===== src/core/snr_pkg.sv =====
// constants and types for the serial nand multi-line fast-read path
package snr_pkg;

  //////////////////////////////////////////////////////////////////////////////
  // instruction codes
  localparam logic [7:0] OP_QUAD_OUT4  = 8'h6C;
  localparam logic [7:0] OP_DUAL_IO    = 8'hBB;
  localparam logic [7:0] OP_DUAL_IO4   = 8'hBC;
  localparam logic [7:0] OP_QUAD_IO    = 8'hEB;
  localparam logic [7:0] OP_QUAD_IO4   = 8'hEC;

  //////////////////////////////////////////////////////////////////////////////
  // lane counts, phase lengths in link clocks
  localparam logic [2:0] LANE_1        = 3'h1;
  localparam logic [2:0] LANE_2        = 3'h2;
  localparam logic [2:0] LANE_4        = 3'h4;
  localparam logic [5:0] CMD_LAST      = 6'h07;
  localparam logic [5:0] ADDR_LAST_1   = 6'h0F;
  localparam logic [5:0] ADDR_LAST_2   = 6'h07;
  localparam logic [5:0] ADDR_LAST_4   = 6'h03;
  localparam logic [5:0] DUM_QO4_BUF   = 6'h18;
  localparam logic [5:0] DUM_QO4_SEQ   = 6'h28;
  localparam logic [5:0] DUM_DIO       = 6'h04;
  localparam logic [5:0] DUM_DIO4_BUF  = 6'h0C;
  localparam logic [5:0] DUM_DIO4_SEQ  = 6'h14;
  localparam logic [5:0] DUM_QIO       = 6'h04;
  localparam logic [5:0] DUM_QIO4_BUF  = 6'h06;
  localparam logic [5:0] DUM_QIO4_SEQ  = 6'h0A;

  //////////////////////////////////////////////////////////////////////////////
  // data buffer geometry
  localparam logic [15:0] BUF_LAST     = 16'h087F;
  localparam logic [15:0] COL_FIRST    = 16'h0000;

  //////////////////////////////////////////////////////////////////////////////
  // transaction states, one-hot
  typedef enum logic [5:0] {
    ST_IDLE  = 6'h01,
    ST_CMD   = 6'h02,
    ST_ADDR  = 6'h04,
    ST_DUMMY = 6'h08,
    ST_DATA  = 6'h10,
    ST_HIZ   = 6'h20
  } snr_state_t;

endpackage


===== src/core/snr_fast_read.sv =====
// multi-line fast-read engine of a serial nand device, sampled on the system clock
// Operation
// - 6Ch streams each byte over four lines
// - BBh moves address, dummy, data on two lines
// - BCh uses the same two-line transfer
// - EBh moves address and data on four lines
// - ECh uses the same four-line transfer
// - buffer mode starts at received column address
// - buffer mode floats outputs after last byte
// - sequential mode starts at buffer byte zero
// - sequential mode continues into the next page
// - write-protect mode refuses all quad instructions
// - data shifts out on falling edges, msb first
// - column pointer increments after every byte, except in sequential mode where it returns to zero after the last buffer byte
`timescale 1ns/1ps
`default_nettype none

module snr_fast_read (
  input  wire  logic        i_sys_clk,
  input  wire  logic        i_reset_n,
  input  wire  logic        i_spi_clk,
  input  wire  logic        i_cs_n,
  input  wire  logic [3:0]  i_io,
  output logic       [3:0]  o_io,
  output logic       [3:0]  o_io_oe,
  input  wire  logic        i_buf_mode,
  input  wire  logic        i_wp_mode,
  output logic       [11:0] o_rd_col,
  input  wire  logic [7:0]  i_rd_data,
  output logic              o_page_inc
);

  //////////////////////////////////////////////////////////////////////////////
  // state
  typedef struct packed {
    logic               s1_clk;
    logic               s2_clk;
    logic               s3_clk;
    logic               s1_cs;
    logic               s2_cs;
    logic [3:0]         s1_io;
    logic [3:0]         s2_io;
    snr_pkg::snr_state_t st;
    logic [7:0]         op;
    logic [2:0]         alanes;
    logic [2:0]         dlanes;
    logic [5:0]         dum;
    logic [5:0]         cnt;
    logic [15:0]        col;
    logic [7:0]         sh;
    logic [2:0]         bcnt;
    logic [3:0]         io_out;
    logic [3:0]         io_oe;
    logic               page_inc;
  } snr_regs_t;

  snr_regs_t r;
  snr_regs_t next_r;

  logic       rise;
  logic       fall;
  logic       cs_act;
  logic [7:0] op_full;
  logic [5:0] addr_last;
  logic       load;
  logic [3:0] first_bits;

  assign rise    = r.s2_clk & ~r.s3_clk;
  assign fall    = ~r.s2_clk & r.s3_clk;
  assign cs_act  = ~r.s2_cs;
  assign op_full = {r.op[6:0], r.s2_io[0]};
  assign load    = (r.st == snr_pkg::ST_DATA) && cs_act && fall && (r.bcnt == 3'h0);
  // msb of the byte goes out first on the widest lanes in use
  assign first_bits = (r.dlanes == snr_pkg::LANE_4) ? i_rd_data[7:4]
                                                     : {2'h0, i_rd_data[7:6]};

  always_comb begin
    case (r.alanes)
      snr_pkg::LANE_1: addr_last = snr_pkg::ADDR_LAST_1;
      snr_pkg::LANE_2: addr_last = snr_pkg::ADDR_LAST_2;
      default:         addr_last = snr_pkg::ADDR_LAST_4;
    endcase
  end

  //////////////////////////////////////////////////////////////////////////////
  // next state
  always_comb begin
    next_r          = r;
    next_r.s1_clk   = i_spi_clk;
    next_r.s2_clk   = r.s1_clk;
    next_r.s3_clk   = r.s2_clk;
    next_r.s1_cs    = i_cs_n;
    next_r.s2_cs    = r.s1_cs;
    next_r.s1_io    = i_io;
    next_r.s2_io    = r.s1_io;
    next_r.page_inc = 1'b0;
    if (!cs_act) begin
      // a raised select ends any read and frees the lines at once
      next_r.st    = snr_pkg::ST_IDLE;
      next_r.io_oe = 4'h0;
      next_r.cnt   = 6'h00;
    end else begin
      case (r.st)
        snr_pkg::ST_IDLE: begin
          next_r.st  = snr_pkg::ST_CMD;
          next_r.cnt = 6'h00;
          if (rise) begin
            next_r.op  = {r.op[6:0], r.s2_io[0]};
            next_r.cnt = 6'h01;
          end
        end
        snr_pkg::ST_CMD: begin
          if (rise) begin
            next_r.op  = op_full;
            next_r.cnt = r.cnt + 6'h01;
            if (r.cnt == snr_pkg::CMD_LAST) begin
              next_r.cnt = 6'h00;
              next_r.col = snr_pkg::COL_FIRST;
              next_r.st  = snr_pkg::ST_ADDR;
              case (op_full)
                snr_pkg::OP_QUAD_OUT4: begin
                  next_r.alanes = snr_pkg::LANE_1;
                  next_r.dlanes = snr_pkg::LANE_4;
                  next_r.dum    = i_buf_mode ? snr_pkg::DUM_QO4_BUF : snr_pkg::DUM_QO4_SEQ;
                end
                snr_pkg::OP_DUAL_IO: begin
                  next_r.alanes = snr_pkg::LANE_2;
                  next_r.dlanes = snr_pkg::LANE_2;
                  next_r.dum    = snr_pkg::DUM_DIO;
                end
                snr_pkg::OP_DUAL_IO4: begin
                  next_r.alanes = snr_pkg::LANE_2;
                  next_r.dlanes = snr_pkg::LANE_2;
                  next_r.dum    = i_buf_mode ? snr_pkg::DUM_DIO4_BUF : snr_pkg::DUM_DIO4_SEQ;
                end
                snr_pkg::OP_QUAD_IO: begin
                  next_r.alanes = snr_pkg::LANE_4;
                  next_r.dlanes = snr_pkg::LANE_4;
                  next_r.dum    = snr_pkg::DUM_QIO;
                end
                snr_pkg::OP_QUAD_IO4: begin
                  next_r.alanes = snr_pkg::LANE_4;
                  next_r.dlanes = snr_pkg::LANE_4;
                  next_r.dum    = i_buf_mode ? snr_pkg::DUM_QIO4_BUF : snr_pkg::DUM_QIO4_SEQ;
                end
                default: begin
                  // other instructions belong to other paths; stay off the lines
                  next_r.st = snr_pkg::ST_HIZ;
                end
              endcase
              if (i_wp_mode && (op_full == snr_pkg::OP_QUAD_OUT4 ||
                                op_full == snr_pkg::OP_QUAD_IO ||
                                op_full == snr_pkg::OP_QUAD_IO4)) begin
                next_r.st = snr_pkg::ST_HIZ;
              end
            end
          end
        end
        snr_pkg::ST_ADDR: begin
          if (rise) begin
            case (r.alanes)
              snr_pkg::LANE_1: next_r.col = {r.col[14:0], r.s2_io[0]};
              snr_pkg::LANE_2: next_r.col = {r.col[13:0], r.s2_io[1:0]};
              default:         next_r.col = {r.col[11:0], r.s2_io[3:0]};
            endcase
            next_r.cnt = r.cnt + 6'h01;
            if (r.cnt == addr_last) begin
              next_r.cnt = 6'h00;
              next_r.st  = snr_pkg::ST_DUMMY;
            end
          end
        end
        snr_pkg::ST_DUMMY: begin
          if (rise) begin
            next_r.cnt = r.cnt + 6'h01;
            if (r.cnt == r.dum - 6'h01) begin
              next_r.cnt  = 6'h00;
              next_r.bcnt = 3'h0;
              next_r.st   = snr_pkg::ST_DATA;
              if (!i_buf_mode) begin
                next_r.col = snr_pkg::COL_FIRST;
              end
            end
          end
        end
        snr_pkg::ST_DATA: begin
          if (fall) begin
            if (r.bcnt == 3'h0) begin
              if (i_buf_mode && (r.col > snr_pkg::BUF_LAST)) begin
                next_r.st    = snr_pkg::ST_HIZ;
                next_r.io_oe = 4'h0;
              end else begin
                // lines are driven only once the host has let go of them
                next_r.io_oe  = (r.dlanes == snr_pkg::LANE_4) ? 4'hF : 4'h3;
                next_r.io_out = first_bits;
                next_r.sh     = (r.dlanes == snr_pkg::LANE_4) ? {i_rd_data[3:0], 4'h0}
                                                               : {i_rd_data[5:0], 2'h0};
                next_r.bcnt   = (r.dlanes == snr_pkg::LANE_4) ? 3'h1 : 3'h3;
                next_r.col    = r.col + 16'h0001;
                if (!i_buf_mode && (r.col == snr_pkg::BUF_LAST)) begin
                  next_r.col      = snr_pkg::COL_FIRST;
                  next_r.page_inc = 1'b1;
                end
              end
            end else begin
              next_r.bcnt = r.bcnt - 3'h1;
              if (r.dlanes == snr_pkg::LANE_4) begin
                next_r.io_out = r.sh[7:4];
                next_r.sh     = {r.sh[3:0], 4'h0};
              end else begin
                next_r.io_out = {2'h0, r.sh[7:6]};
                next_r.sh     = {r.sh[5:0], 2'h0};
              end
            end
          end
        end
        snr_pkg::ST_HIZ: begin
          next_r.io_oe = 4'h0;
        end
        default: begin
          next_r.st = snr_pkg::ST_IDLE;
        end
      endcase
    end
  end

  always_ff @(posedge i_sys_clk) begin
    if (!i_reset_n) begin
      r          <= '0;
      r.s1_clk   <= 1'b0;
      r.s1_cs    <= 1'b1;
      r.s2_cs    <= 1'b1;
      r.st       <= snr_pkg::ST_IDLE;
      r.alanes   <= snr_pkg::LANE_1;
      r.dlanes   <= snr_pkg::LANE_4;
    end else begin
      r <= next_r;
    end
  end

  assign o_io       = r.io_out;
  assign o_io_oe    = r.io_oe;
  assign o_rd_col   = r.col[11:0];
  assign o_page_inc = r.page_inc;

  //////////////////////////////////////////////////////////////////////////////
  // checks
  a_cs_release: assert property (@(posedge i_sys_clk) disable iff (!i_reset_n)
    !cs_act |=> (o_io_oe == 4'h0))
    else $error("lines driven while select is high");

  a_wp_refuse: assert property (@(posedge i_sys_clk) disable iff (!i_reset_n)
    (cs_act && r.st == snr_pkg::ST_CMD && rise && r.cnt == snr_pkg::CMD_LAST && i_wp_mode &&
     (op_full == snr_pkg::OP_QUAD_IO || op_full == snr_pkg::OP_QUAD_IO4 ||
      op_full == snr_pkg::OP_QUAD_OUT4)) |=> (r.st == snr_pkg::ST_HIZ) ##1 (o_io_oe == 4'h0))
    else $error("quad read not refused under write protect");

  a_quad_lanes: assert property (@(posedge i_sys_clk) disable iff (!i_reset_n)
    (o_io_oe != 4'h0 && r.dlanes == snr_pkg::LANE_4) |-> (o_io_oe == 4'hF))
    else $error("quad data not on four lines");

  a_dual_lanes: assert property (@(posedge i_sys_clk) disable iff (!i_reset_n)
    (o_io_oe != 4'h0 && r.dlanes == snr_pkg::LANE_2) |-> (o_io_oe == 4'h3))
    else $error("dual data not on two lines");

  a_seq_start: assert property (@(posedge i_sys_clk) disable iff (!i_reset_n)
    (r.st == snr_pkg::ST_DUMMY && next_r.st == snr_pkg::ST_DATA && !i_buf_mode)
      |=> (r.col == snr_pkg::COL_FIRST))
    else $error("sequential read not started at byte zero");

  a_buf_hold: assert property (@(posedge i_sys_clk) disable iff (!i_reset_n)
    (r.st == snr_pkg::ST_DUMMY && next_r.st == snr_pkg::ST_DATA && i_buf_mode)
      |=> $stable(r.col))
    else $error("buffer read lost its column address");

  a_buf_end: assert property (@(posedge i_sys_clk) disable iff (!i_reset_n)
    (load && i_buf_mode && r.col > snr_pkg::BUF_LAST) |=> (o_io_oe == 4'h0) [*2])
    else $error("lines not floated after last buffer byte");

  a_page_wrap: assert property (@(posedge i_sys_clk) disable iff (!i_reset_n)
    (load && !i_buf_mode && r.col == snr_pkg::BUF_LAST)
      |=> (o_page_inc && r.col == snr_pkg::COL_FIRST) ##1 !o_page_inc)
    else $error("sequential read did not roll into the next page");

  a_ptr_step: assert property (@(posedge i_sys_clk) disable iff (!i_reset_n)
    (load && r.col < snr_pkg::BUF_LAST) |=> (r.col == $past(r.col) + 16'h0001))
    else $error("column pointer did not step after a byte");

  a_msb_first: assert property (@(posedge i_sys_clk) disable iff (!i_reset_n)
    (load && !(i_buf_mode && r.col > snr_pkg::BUF_LAST)) |=>
      (o_io == ((r.dlanes == snr_pkg::LANE_4) ? $past(i_rd_data[7:4])
                                              : {2'h0, $past(i_rd_data[7:6])})))
    else $error("byte not started with its top bits");

  c_quad_io: cover property (@(posedge i_sys_clk) disable iff (!i_reset_n)
    load && r.op == snr_pkg::OP_QUAD_IO);
  c_dual_io4: cover property (@(posedge i_sys_clk) disable iff (!i_reset_n)
    load && r.op == snr_pkg::OP_DUAL_IO4);
  c_buf_end: cover property (@(posedge i_sys_clk) disable iff (!i_reset_n)
    load && i_buf_mode && r.col > snr_pkg::BUF_LAST);
  c_wrap: cover property (@(posedge i_sys_clk) disable iff (!i_reset_n)
    o_page_inc);

endmodule // snr_fast_read

`default_nettype wire


===== config.mk =====
export PLATFORM = sky130hd
export DESIGN_NAME = snr_fast_read
export DESIGN_NICKNAME = d
export VERILOG_FILES = /design/src/core/snr_pkg.sv /design/src/core/snr_fast_read.sv
export SDC_FILE = /design/constraint.sdc
export NUM_CORES = 1
export LEC_CHECK = 0
export BUFFER_PORTS_ARGS = -buffer_cell sky130_fd_sc_hd__clkbuf_2
export CELL_PAD_IN_SITES_DETAIL_PLACEMENT = 1
export CELL_PAD_IN_SITES_GLOBAL_PLACEMENT = 1
export CORE_AREA = 2 2 99 101
export CTS_BUF_LIST = sky130_fd_sc_hd__clkbuf_8
export CTS_CLUSTER_DIAMETER = 150
export CTS_CLUSTER_SIZE = 30
export DETAILED_ROUTE_END_ITERATION = 8
export DIE_AREA = 0 0 101 103
export PLACE_DENSITY = 0.89
export SKIP_LAST_GASP = 1
export SLEW_MARGIN = 25
export SYNTH_ARGS = -nofsm -noshare
export SYNTH_HDL_FRONTEND = slang
export SYNTH_SLANG_ARGS = --single-unit

===== constraint.sdc =====
create_clock -name i_sys_clk -period 3.6 [get_ports i_sys_clk]
set_clock_uncertainty 0.2 [all_clocks]
set_input_delay 0.18 -clock i_sys_clk [delete_from_list [all_inputs] [get_ports i_sys_clk]]
set_output_delay 0.18 -clock i_sys_clk [all_outputs]
set_load 0.05 [all_outputs]

Word level (Yosys, flattened, before mapping)
Cells that the tools add are included.

Bits in registers: 80. Output and inout port bits: 21. Logic and storage cells: 138. Input bits: 18.

Reductions and logical operators: 24. Magnitude comparators: 1. Bitwise gates (word level): 10. Equal/unequal tests: 32. $add $sub $neg: 4. Muxes and demuxes: 48.

Operators with widths (number): 6-bit two-way mux (12); 22-bit two-way mux (3); 16-bit one-hot mux with 4 select lines (1); 12-bit one-hot mux with 5 select lines (1); 16-bit two-way mux (3); 48-bit two-way mux (1); 36-bit two-way mux (1); 6-bit one-hot mux with 6 select lines (1); 34-bit two-way mux (1); 8-bit == test (second input constant) (4); 16-bit one-hot mux with 2 select lines (1); 31-bit two-way mux (1); 6-bit one-hot mux with 4 select lines (1); 2-bit != test (second input constant) (11); 4-bit two-way mux (5); 16-bit by 1-bit adder with 16-bit output (second input constant) (1); 16-bit by 12-bit == test with 1-bit output (second input constant) (1); 16-bit by 12-bit > comparator with 1-bit output (second input constant) (1); 8-bit two-way mux (2); 4-bit one-hot mux with 2 select lines (2); 15-bit two-way mux (1); 7-bit one-hot mux with 2 select lines (1); 6-bit by 3-bit == test with 1-bit output (second input constant) (2); 6-bit == test (2); 38 further kinds (59).

Depth between registers and ports, before layout
Gate-level depths: netlist (run 1).

Depth in word-level cells: 8. Gate-level depth with buffers: 10. Depth with buffers taken out: 8.

Least setup slack after synthesis (run 1)
No wires, ideal clock.

Path kind: flip-flop to flip-flop. Start point: register r[65] in the netlist's numbering. End point: register r[36] in the netlist's numbering. Slack: 1.261 ns. Library setup time: 0.067 ns. Data required time: 3.333 ns. Stages on the path, launching flop included: 8. Path buffers: 1. Arrival: 2.072 ns. Period minus slack after synthesis: 2.339 ns. Cell sequence: dfxtp_1 -> buf_6 -> or4_4 -> nor3b_4 -> o311ai_1 -> nor4b_1 -> a2111o_1 -> a21oi_2.

Word-level cells in the longest chain between the ends: 3. Elaborated cells between the ends (all ways): 10. Those cells by class: eq/ne (7); mux (1); reduce/logical (2).

RTL lines: from (decl) (RTL line snr_fast_read.sv:57) `snr_regs_t r;`; from (signal assigned) (RTL line snr_fast_read.sv:237) `r <= next_r;`; 6-bit by 4-bit == test with 1-bit output (tied with other cells) (RTL line snr_fast_read.sv:103) `case (r.st)`; 4-bit nonzero test (no line) / 2-bit != test (equally long branches); 4-bit AND reduction (no line).

Parallel ways exist; a longest one is shown, timed or not. A chain may end at the register's enable or synchronous reset.

Worst setup path after layout (run 1)
Start point: register r (netlist bit o_rd_col[7]). End point: register r (netlist bit o_rd_col[4]).

Word-level cells in the longest chain between the ends: 7. Elaborated cells between the ends (all ways): 11. Those cells by class: order compare (1); eq/ne (2); mux (5); reduce/logical (3).

RTL lines: branches (longest 7 deep; another with 16-bit by 12-bit > comparator with 1-bit output).

Several ways; the timed one is not identified. The select of a mux whose other input is x is not followed.

==> metrics, run 1 <==
Yosys top cell by area dfxtp_1; post-layout util 0.514; Post-Route WL 13800 µm; clk slew on worst S/H paths 90 ps; layout cell share with drive strength beyond 1 0.140; CP endpoint kind flip-flop; DRC Markers 0; worst slew pin tran 765 ps; Synthesis Warnings 0; count leader, synth dfxtp_1; mapped cell area 0.00454 mm²; RSZ-0062 raised after global routing no; vias in the first global route 4542; I/O Pins 39; CTS Buf Count 9; Rows 36; clk sinks 73; Arrival @ worst endpoint 3020 ps; clock buffer depth 2; #FFs+latches synth 73; ANT nets after route 0; First DRT Iteration DRCs 246; WP data required 3640 ps; final net count 598; Net Count, Synth 597; pin count of the biggest net entering global routing 29; EDFF count, synth 0; Worst Hold Class input pin to flip-flop; Core Area 0.00946 mm²; Final setup viols 0; Post-synth top cells dfxtp_1, nand2_1, a21oi_1; register area share after synthesis 0.322; die footprint 0.0104 mm²; library cells used by synthesis 70; first-pass GRT wire length 22700 µm; port bufs 38; vias 4550; synthesized area per cell 7.91 µm²; fin crit share 0.827; Routability Congestion 0.848; initial antenna violation count 0; Tmin final 2980 ps; area growth from synthesis to layout 7.22%; cell count after synthesis 574; crit path max fanout 15; hold path depth 2; Peak VDD IR 207 µV; GRT Util Overall 0.273; Static Leakage 1.68 nW; status complete, no violations; Synth top area share 0.322; worst skew pair latency 360 ps; Post-synth top flop dfxtp_1; R2R Setup Slk 620 ps; post-CTS setup buffer count 0; pwr dens 318 mW/mm²; Post-synth ARST share 0; CTS Root Cell clkbuf_8; DP Wirelength 9200 µm; worst setup path category flip-flop to flip-flop; TNS Setup 0 ps; CTS tree built; wire length per cell 19.9 µm; max-slew violations 0; Die Width 101 µm; Chip Height 103 µm; Startpoint Class flip-flop; antenna diode count 0; reg2reg path depth 6; Vias/cell 6.56; DRT Pass-1 Iters 4; maxcap violations 0; Rel. slew slack 0.488; # hold bufs at CTS 8; Max Freq 0.336 GHz; total gr overflow 0; ranking of synthesized cells by area dfxtp_1, a21oi_1, nand3_1; Initial Utilization 0.480; Resized Gates After CTS 0; H-tree depth 3; Hold Fails Final Rpt 0
per-layer routing:
metal  share of wire  track usage
met3           0.051       0.0393
met1            0.42        0.349
met5               0            0
met2            0.51        0.474
met4           0.016       0.0956
power breakdown:
part	total, mW	internal (mW)	switching (mW)
registers	0.819	0.814	0.00525
logic	0.0574	0.0237	0.0337
clock network	0.673	0.325	0.348
total	1.55	1.16	0.387
worst max-delay path, cell delays in order (launching register included):
cell and delay [ps]:
dfxtp_1 460, nor4_1 520, o2bb2ai_2 210, o21ai_0 280, nand3_1 600, o31ai_1 480, a21oi_1 110
placed cells by master (no fill, tap or decap), types with 13 or more instances in the layout:
| cell type | n |
|---|---|
| nand3_1 | 44 |
| a21oi_1 | 47 |
| dfxtp_1 | 73 |
| nor2_1 | 44 |
| and2_1 | 13 |
| nand2_1 | 53 |
| o31ai_1 | 16 |
| clkbuf_2 | 38 |
| o21ai_0 | 14 |
| o22a_1 | 15 |
state kept, by name (all words and copies together) (netlist names):
signal	cells
next_r	7
o_io	4
o_io_oe	2
o_page_inc	1
o_rd_col	12
op_full	8
r	39
final timing paths:
check / startpoint / to
max: o_rd_col[7] / o_rd_col[4]
min: i_buf_mode / r[47]
max reg2reg: o_rd_col[7] / o_rd_col[4]
min reg2reg: next_r[76] / r[76]
metrics by stage:
stage	power (mW)	hold WS (ps)	setup WS (ps)	area, µm²	cells
floorplan	0.865	53.0	1260	4540	574
global placement	0.884	167	899	4590	670
detailed placement	0.887	168	787	4590	670
CTS	1.56	40.7	723	4870	694
global route	1.60	76.4	376	4870	694
finish	1.55	57.9	622	4870	694
cells by family (layout without fill, tap and decap cells):
kind of cell / count (synthesis) / after routing / share of synthesized area
and+or+nand+nor: 237 / 237 / 0.273
DFF: 73 / 73 / 0.322
muxes: 11 / 11 / 0.0298
buffers and inverters: 74 / 80 / 0.0844
AOI/OAI and AO/OA: 168 / 168 / 0.266
xor gates and xnor gates: 6 / 6 / 0.0116
adders and majority gates: 5 / 5 / 0.0138
layout make-up:
cell class,count,area (µm²)
clock buffers,9,124
repair buffers,54,330
flip-flops and latches,73,1460
multi-input cells,427,2690
inverters,10,37.5
fillers,1144,4590
clock inverters,7,76.3
well taps,114,143
Power figures use the tool's default switching activity.
==> inputs of run 2 (changes only) <==
--- a/config.mk
+++ b/config.mk
@@ -5,16 +5,17 @@
 export SDC_FILE = /design/constraint.sdc
 export NUM_CORES = 1
 export LEC_CHECK = 0
+export ABC_AREA = 1
 export BUFFER_PORTS_ARGS = -buffer_cell sky130_fd_sc_hd__clkbuf_2
 export CELL_PAD_IN_SITES_DETAIL_PLACEMENT = 1
 export CELL_PAD_IN_SITES_GLOBAL_PLACEMENT = 1
-export CORE_AREA = 2 2 99 101
+export CORE_AREA = 2 2 109 111
 export CTS_BUF_LIST = sky130_fd_sc_hd__clkbuf_8
 export CTS_CLUSTER_DIAMETER = 150
 export CTS_CLUSTER_SIZE = 30
 export DETAILED_ROUTE_END_ITERATION = 8
-export DIE_AREA = 0 0 101 103
-export PLACE_DENSITY = 0.89
+export DIE_AREA = 0 0 111 113
+export PLACE_DENSITY = 0.83
 export SKIP_LAST_GASP = 1
 export SLEW_MARGIN = 25
 export SYNTH_ARGS = -nofsm -noshare
==> constraint.sdc (replaced) <==
create_clock -name i_sys_clk -period 2.96 [get_ports i_sys_clk]
set_clock_uncertainty 0.2 [all_clocks]
set_input_delay 0.148 -clock i_sys_clk [delete_from_list [all_inputs] [get_ports i_sys_clk]]
set_output_delay 0.148 -clock i_sys_clk [all_outputs]
set_load 0.05 [all_outputs]
==> metrics, run 2 <==
H-tree depth 3 (unchanged); EDFF count, synth 0 (unchanged); Net Count, Synth 813 (+36%); max reg flops 39 (unchanged); pwr dens 369 mW/mm² (+16%); Worst Hold Class input pin to flip-flop; Routability Congestion 0.944 (+11%); TNS Setup 0 ps (unchanged); maxcap violations 0 (unchanged); register area share after synthesis 0.308 (-0.0138); Hold Fails Final Rpt 0 (unchanged); internal power 1.46 mW (+26%); Post-synth top cells nand2_1, nor2_1, inv_1; Logic pwr share 0.049 (+0.012); I/O Pins 39 (unchanged); Die Width 111 µm (+9.9%); pre-CTS worst setup slack 423 ps (-364 ps); vias in the first global route 5283 (+16%); Startpoint Class flip-flop; antenna diode count 0 (unchanged); clock buffer depth 2 (unchanged); post-CTS setup buffer count 0 (unchanged); Reg-to-Reg Start r[9]; CP endpoint kind flip-flop; Synth top area share 0.308 (-0.0138); Fillers 1612 (+41%); count leader, synth nand2_1; Tmin final 2670 ps (-311 ps); sequential power share 0.514 (-0.015); worst slew pin tran 599 ps (-166 ps); Register Area 0.00146 mm² (unchanged); CTS Root Cell clkbuf_8; most common cell after layout, fill and taps aside nand2_1; fin crit share 0.901 (+0.0739); port bufs 38 (unchanged); placed cells 935 (+40%); Switching Fraction 0.247 (-0.00332); multi-input logic area 0.00260 mm² (-3.4%); Post-synth ARST share 0 (unchanged); CP Launch Point r[9]; ranking of synthesized cells by area dfxtp_1, nand2_1, nor2_1; Static Leakage 2.43 nW (+45%); worst skew pair latency 390 ps (+30 ps); Synthesis Warnings 0 (unchanged); synthesized area per cell 6.00 µm² (-24%); Reg with most FFs r; layout cell share with drive strength beyond 1 0.0973 (-0.0423); WP data required 3040 ps (-600 ps); mapped cell area 0.00474 mm² (+4.5%); DP Wirelength 10900 µm (+18%); library cells used by synthesis 34 (-51%); Peak VDD IR 224 µV (+7.8%); crit path max fanout 15 (unchanged); ANT nets after route 0 (unchanged); commonest non-fill, non-tap cells in the layout nand2_1, nor2_1, inv_1; final net count 841 (+41%); DRC Markers 0 (unchanged); status complete, no violations; fin cells 965 (+39%); total gr overflow 0 (unchanged); Post-synth top flop dfxtp_1; Post-Route WL 15100 µm (+9.7%); Final setup viols 0 (unchanged); wire length per cell 15.7 µm (-21%); cell count after synthesis 790 (+38%); Max Freq 0.375 GHz (+12%); #FFs+latches synth 73 (unchanged); vias 5161 (+13%); share of total power in the clock network 0.437 (+0.003); First DRT Iteration DRCs 294 (+20%); die footprint 0.0125 mm² (+21%); sw power 0.479 mW (+24%); clk slew on worst S/H paths 80 ps (about the same); Chip Height 113 µm (+9.7%); Yosys top cell by area dfxtp_1; hold wc startpoint i_rd_data[2]; Rows 39 (+8.3%); GRT Util Overall 0.250 (-0.0236); first-pass GRT wire length 25300 µm (+12%); Vias/cell 5.35 (-18%); CTS Buf Count 9 (unchanged); clk sinks 73 (unchanged); Arrival @ worst endpoint 2750 ps (-270 ps); initial antenna violation count 0 (unchanged); worst setup path category flip-flop to flip-flop; area growth from synthesis to layout 11.0%; pin count of the biggest net entering global routing 35 (+21%); RSZ-0062 raised after global routing no; Rel. slew slack 0.599 (+0.111); max-slew violations 0 (unchanged); DRT Pass-1 Iters 5 (+1); setup ws final 293 ps (-329 ps); Core Area 0.0113 mm² (+19%); CTS tree built; Initial Utilization 0.421 (-0.0591)
run 2: cell type report:
cell class / count / area share
clock buffer: 11 / 0.0288
clock inverter: 4 / 0.00974
inverter: 106 / 0.0756
multi-input combinational: 564 / 0.494
sequential: 73 / 0.278
tap: 143 / 0.0340
timing repair buffer: 64 / 0.0803
run 2: cells by family (layout without fill, tap and decap cells):
kind of cell / Yosys count / count (layout) / share of synthesized area
adders and majority gates: 5 / 5 / 0.0132
buffers and inverters: 153 / 185 / 0.143
DFF: 73 / 73 / 0.308
AOI/OAI and AO/OA: 119 / 119 / 0.139
xor gates and xnor gates: 7 / 7 / 0.0129
and+or+nand+nor: 433 / 433 / 0.384
run 2: final timing paths:
path                end  slack (ps)  depth (start not counted)
setup / recovery  r[18]         290                         11
hold / removal    r[16]          40                          5
setup reg to reg  r[18]         290                         11
hold reg to reg   r[69]         220                          2
run 2: worst max-delay path: stages (launching register included):
cell and delay, ps:
dfxtp_1 320, inv_1 110, ha_1 170, inv_1 50
nor2_1 220, buf_4 220, inv_1 220, o21ai_1 230
nand2_1 70, a21oi_1 120, dlygate4sd3_1 570, nor2_1 50
run 2: layer usage:
metal  vias to the layer above  track usage  wire [µm]
met3                        27       0.0530        714
met4                         0        0.100        330
met2                       108        0.438       7350
met5                         -            0          0
met1                      2473        0.299       6730
li1                       2553            -          -
run 2: power by group through the flow:
stage / Clock [mW] / Combinational (mW) / Sequential [mW]
finish: 0.848 / 0.0960 / 0.997
global route: 0.906 / 0.107 / 0.998
CTS: 0.867 / 0.0943 / 0.997
detailed placement: 0 / 0.0792 / 1.02
global placement: 0 / 0.0771 / 1.02
floorplan: 0 / 0.0492 / 1.02
run 2: repair_timing:
item	in CTS	in global routing
endpoints found under the setup margin	0	1
gates resized for setup	0	1
hold buffers	15	0
endpoints found under the hold margin	16	0
run 2: per-stage QoR:
step	util	area, µm²	hold WS [ps]	power, mW
after global routing	0.467	5270	93.0	2.01
after global placement	0.436	4910	136	1.10
final	0.467	5270	40.3	1.94
after CTS	0.467	5270	32.4	1.96
after floorplan	-	4740	45.6	1.07
after detailed placement	0.436	4910	136	1.10
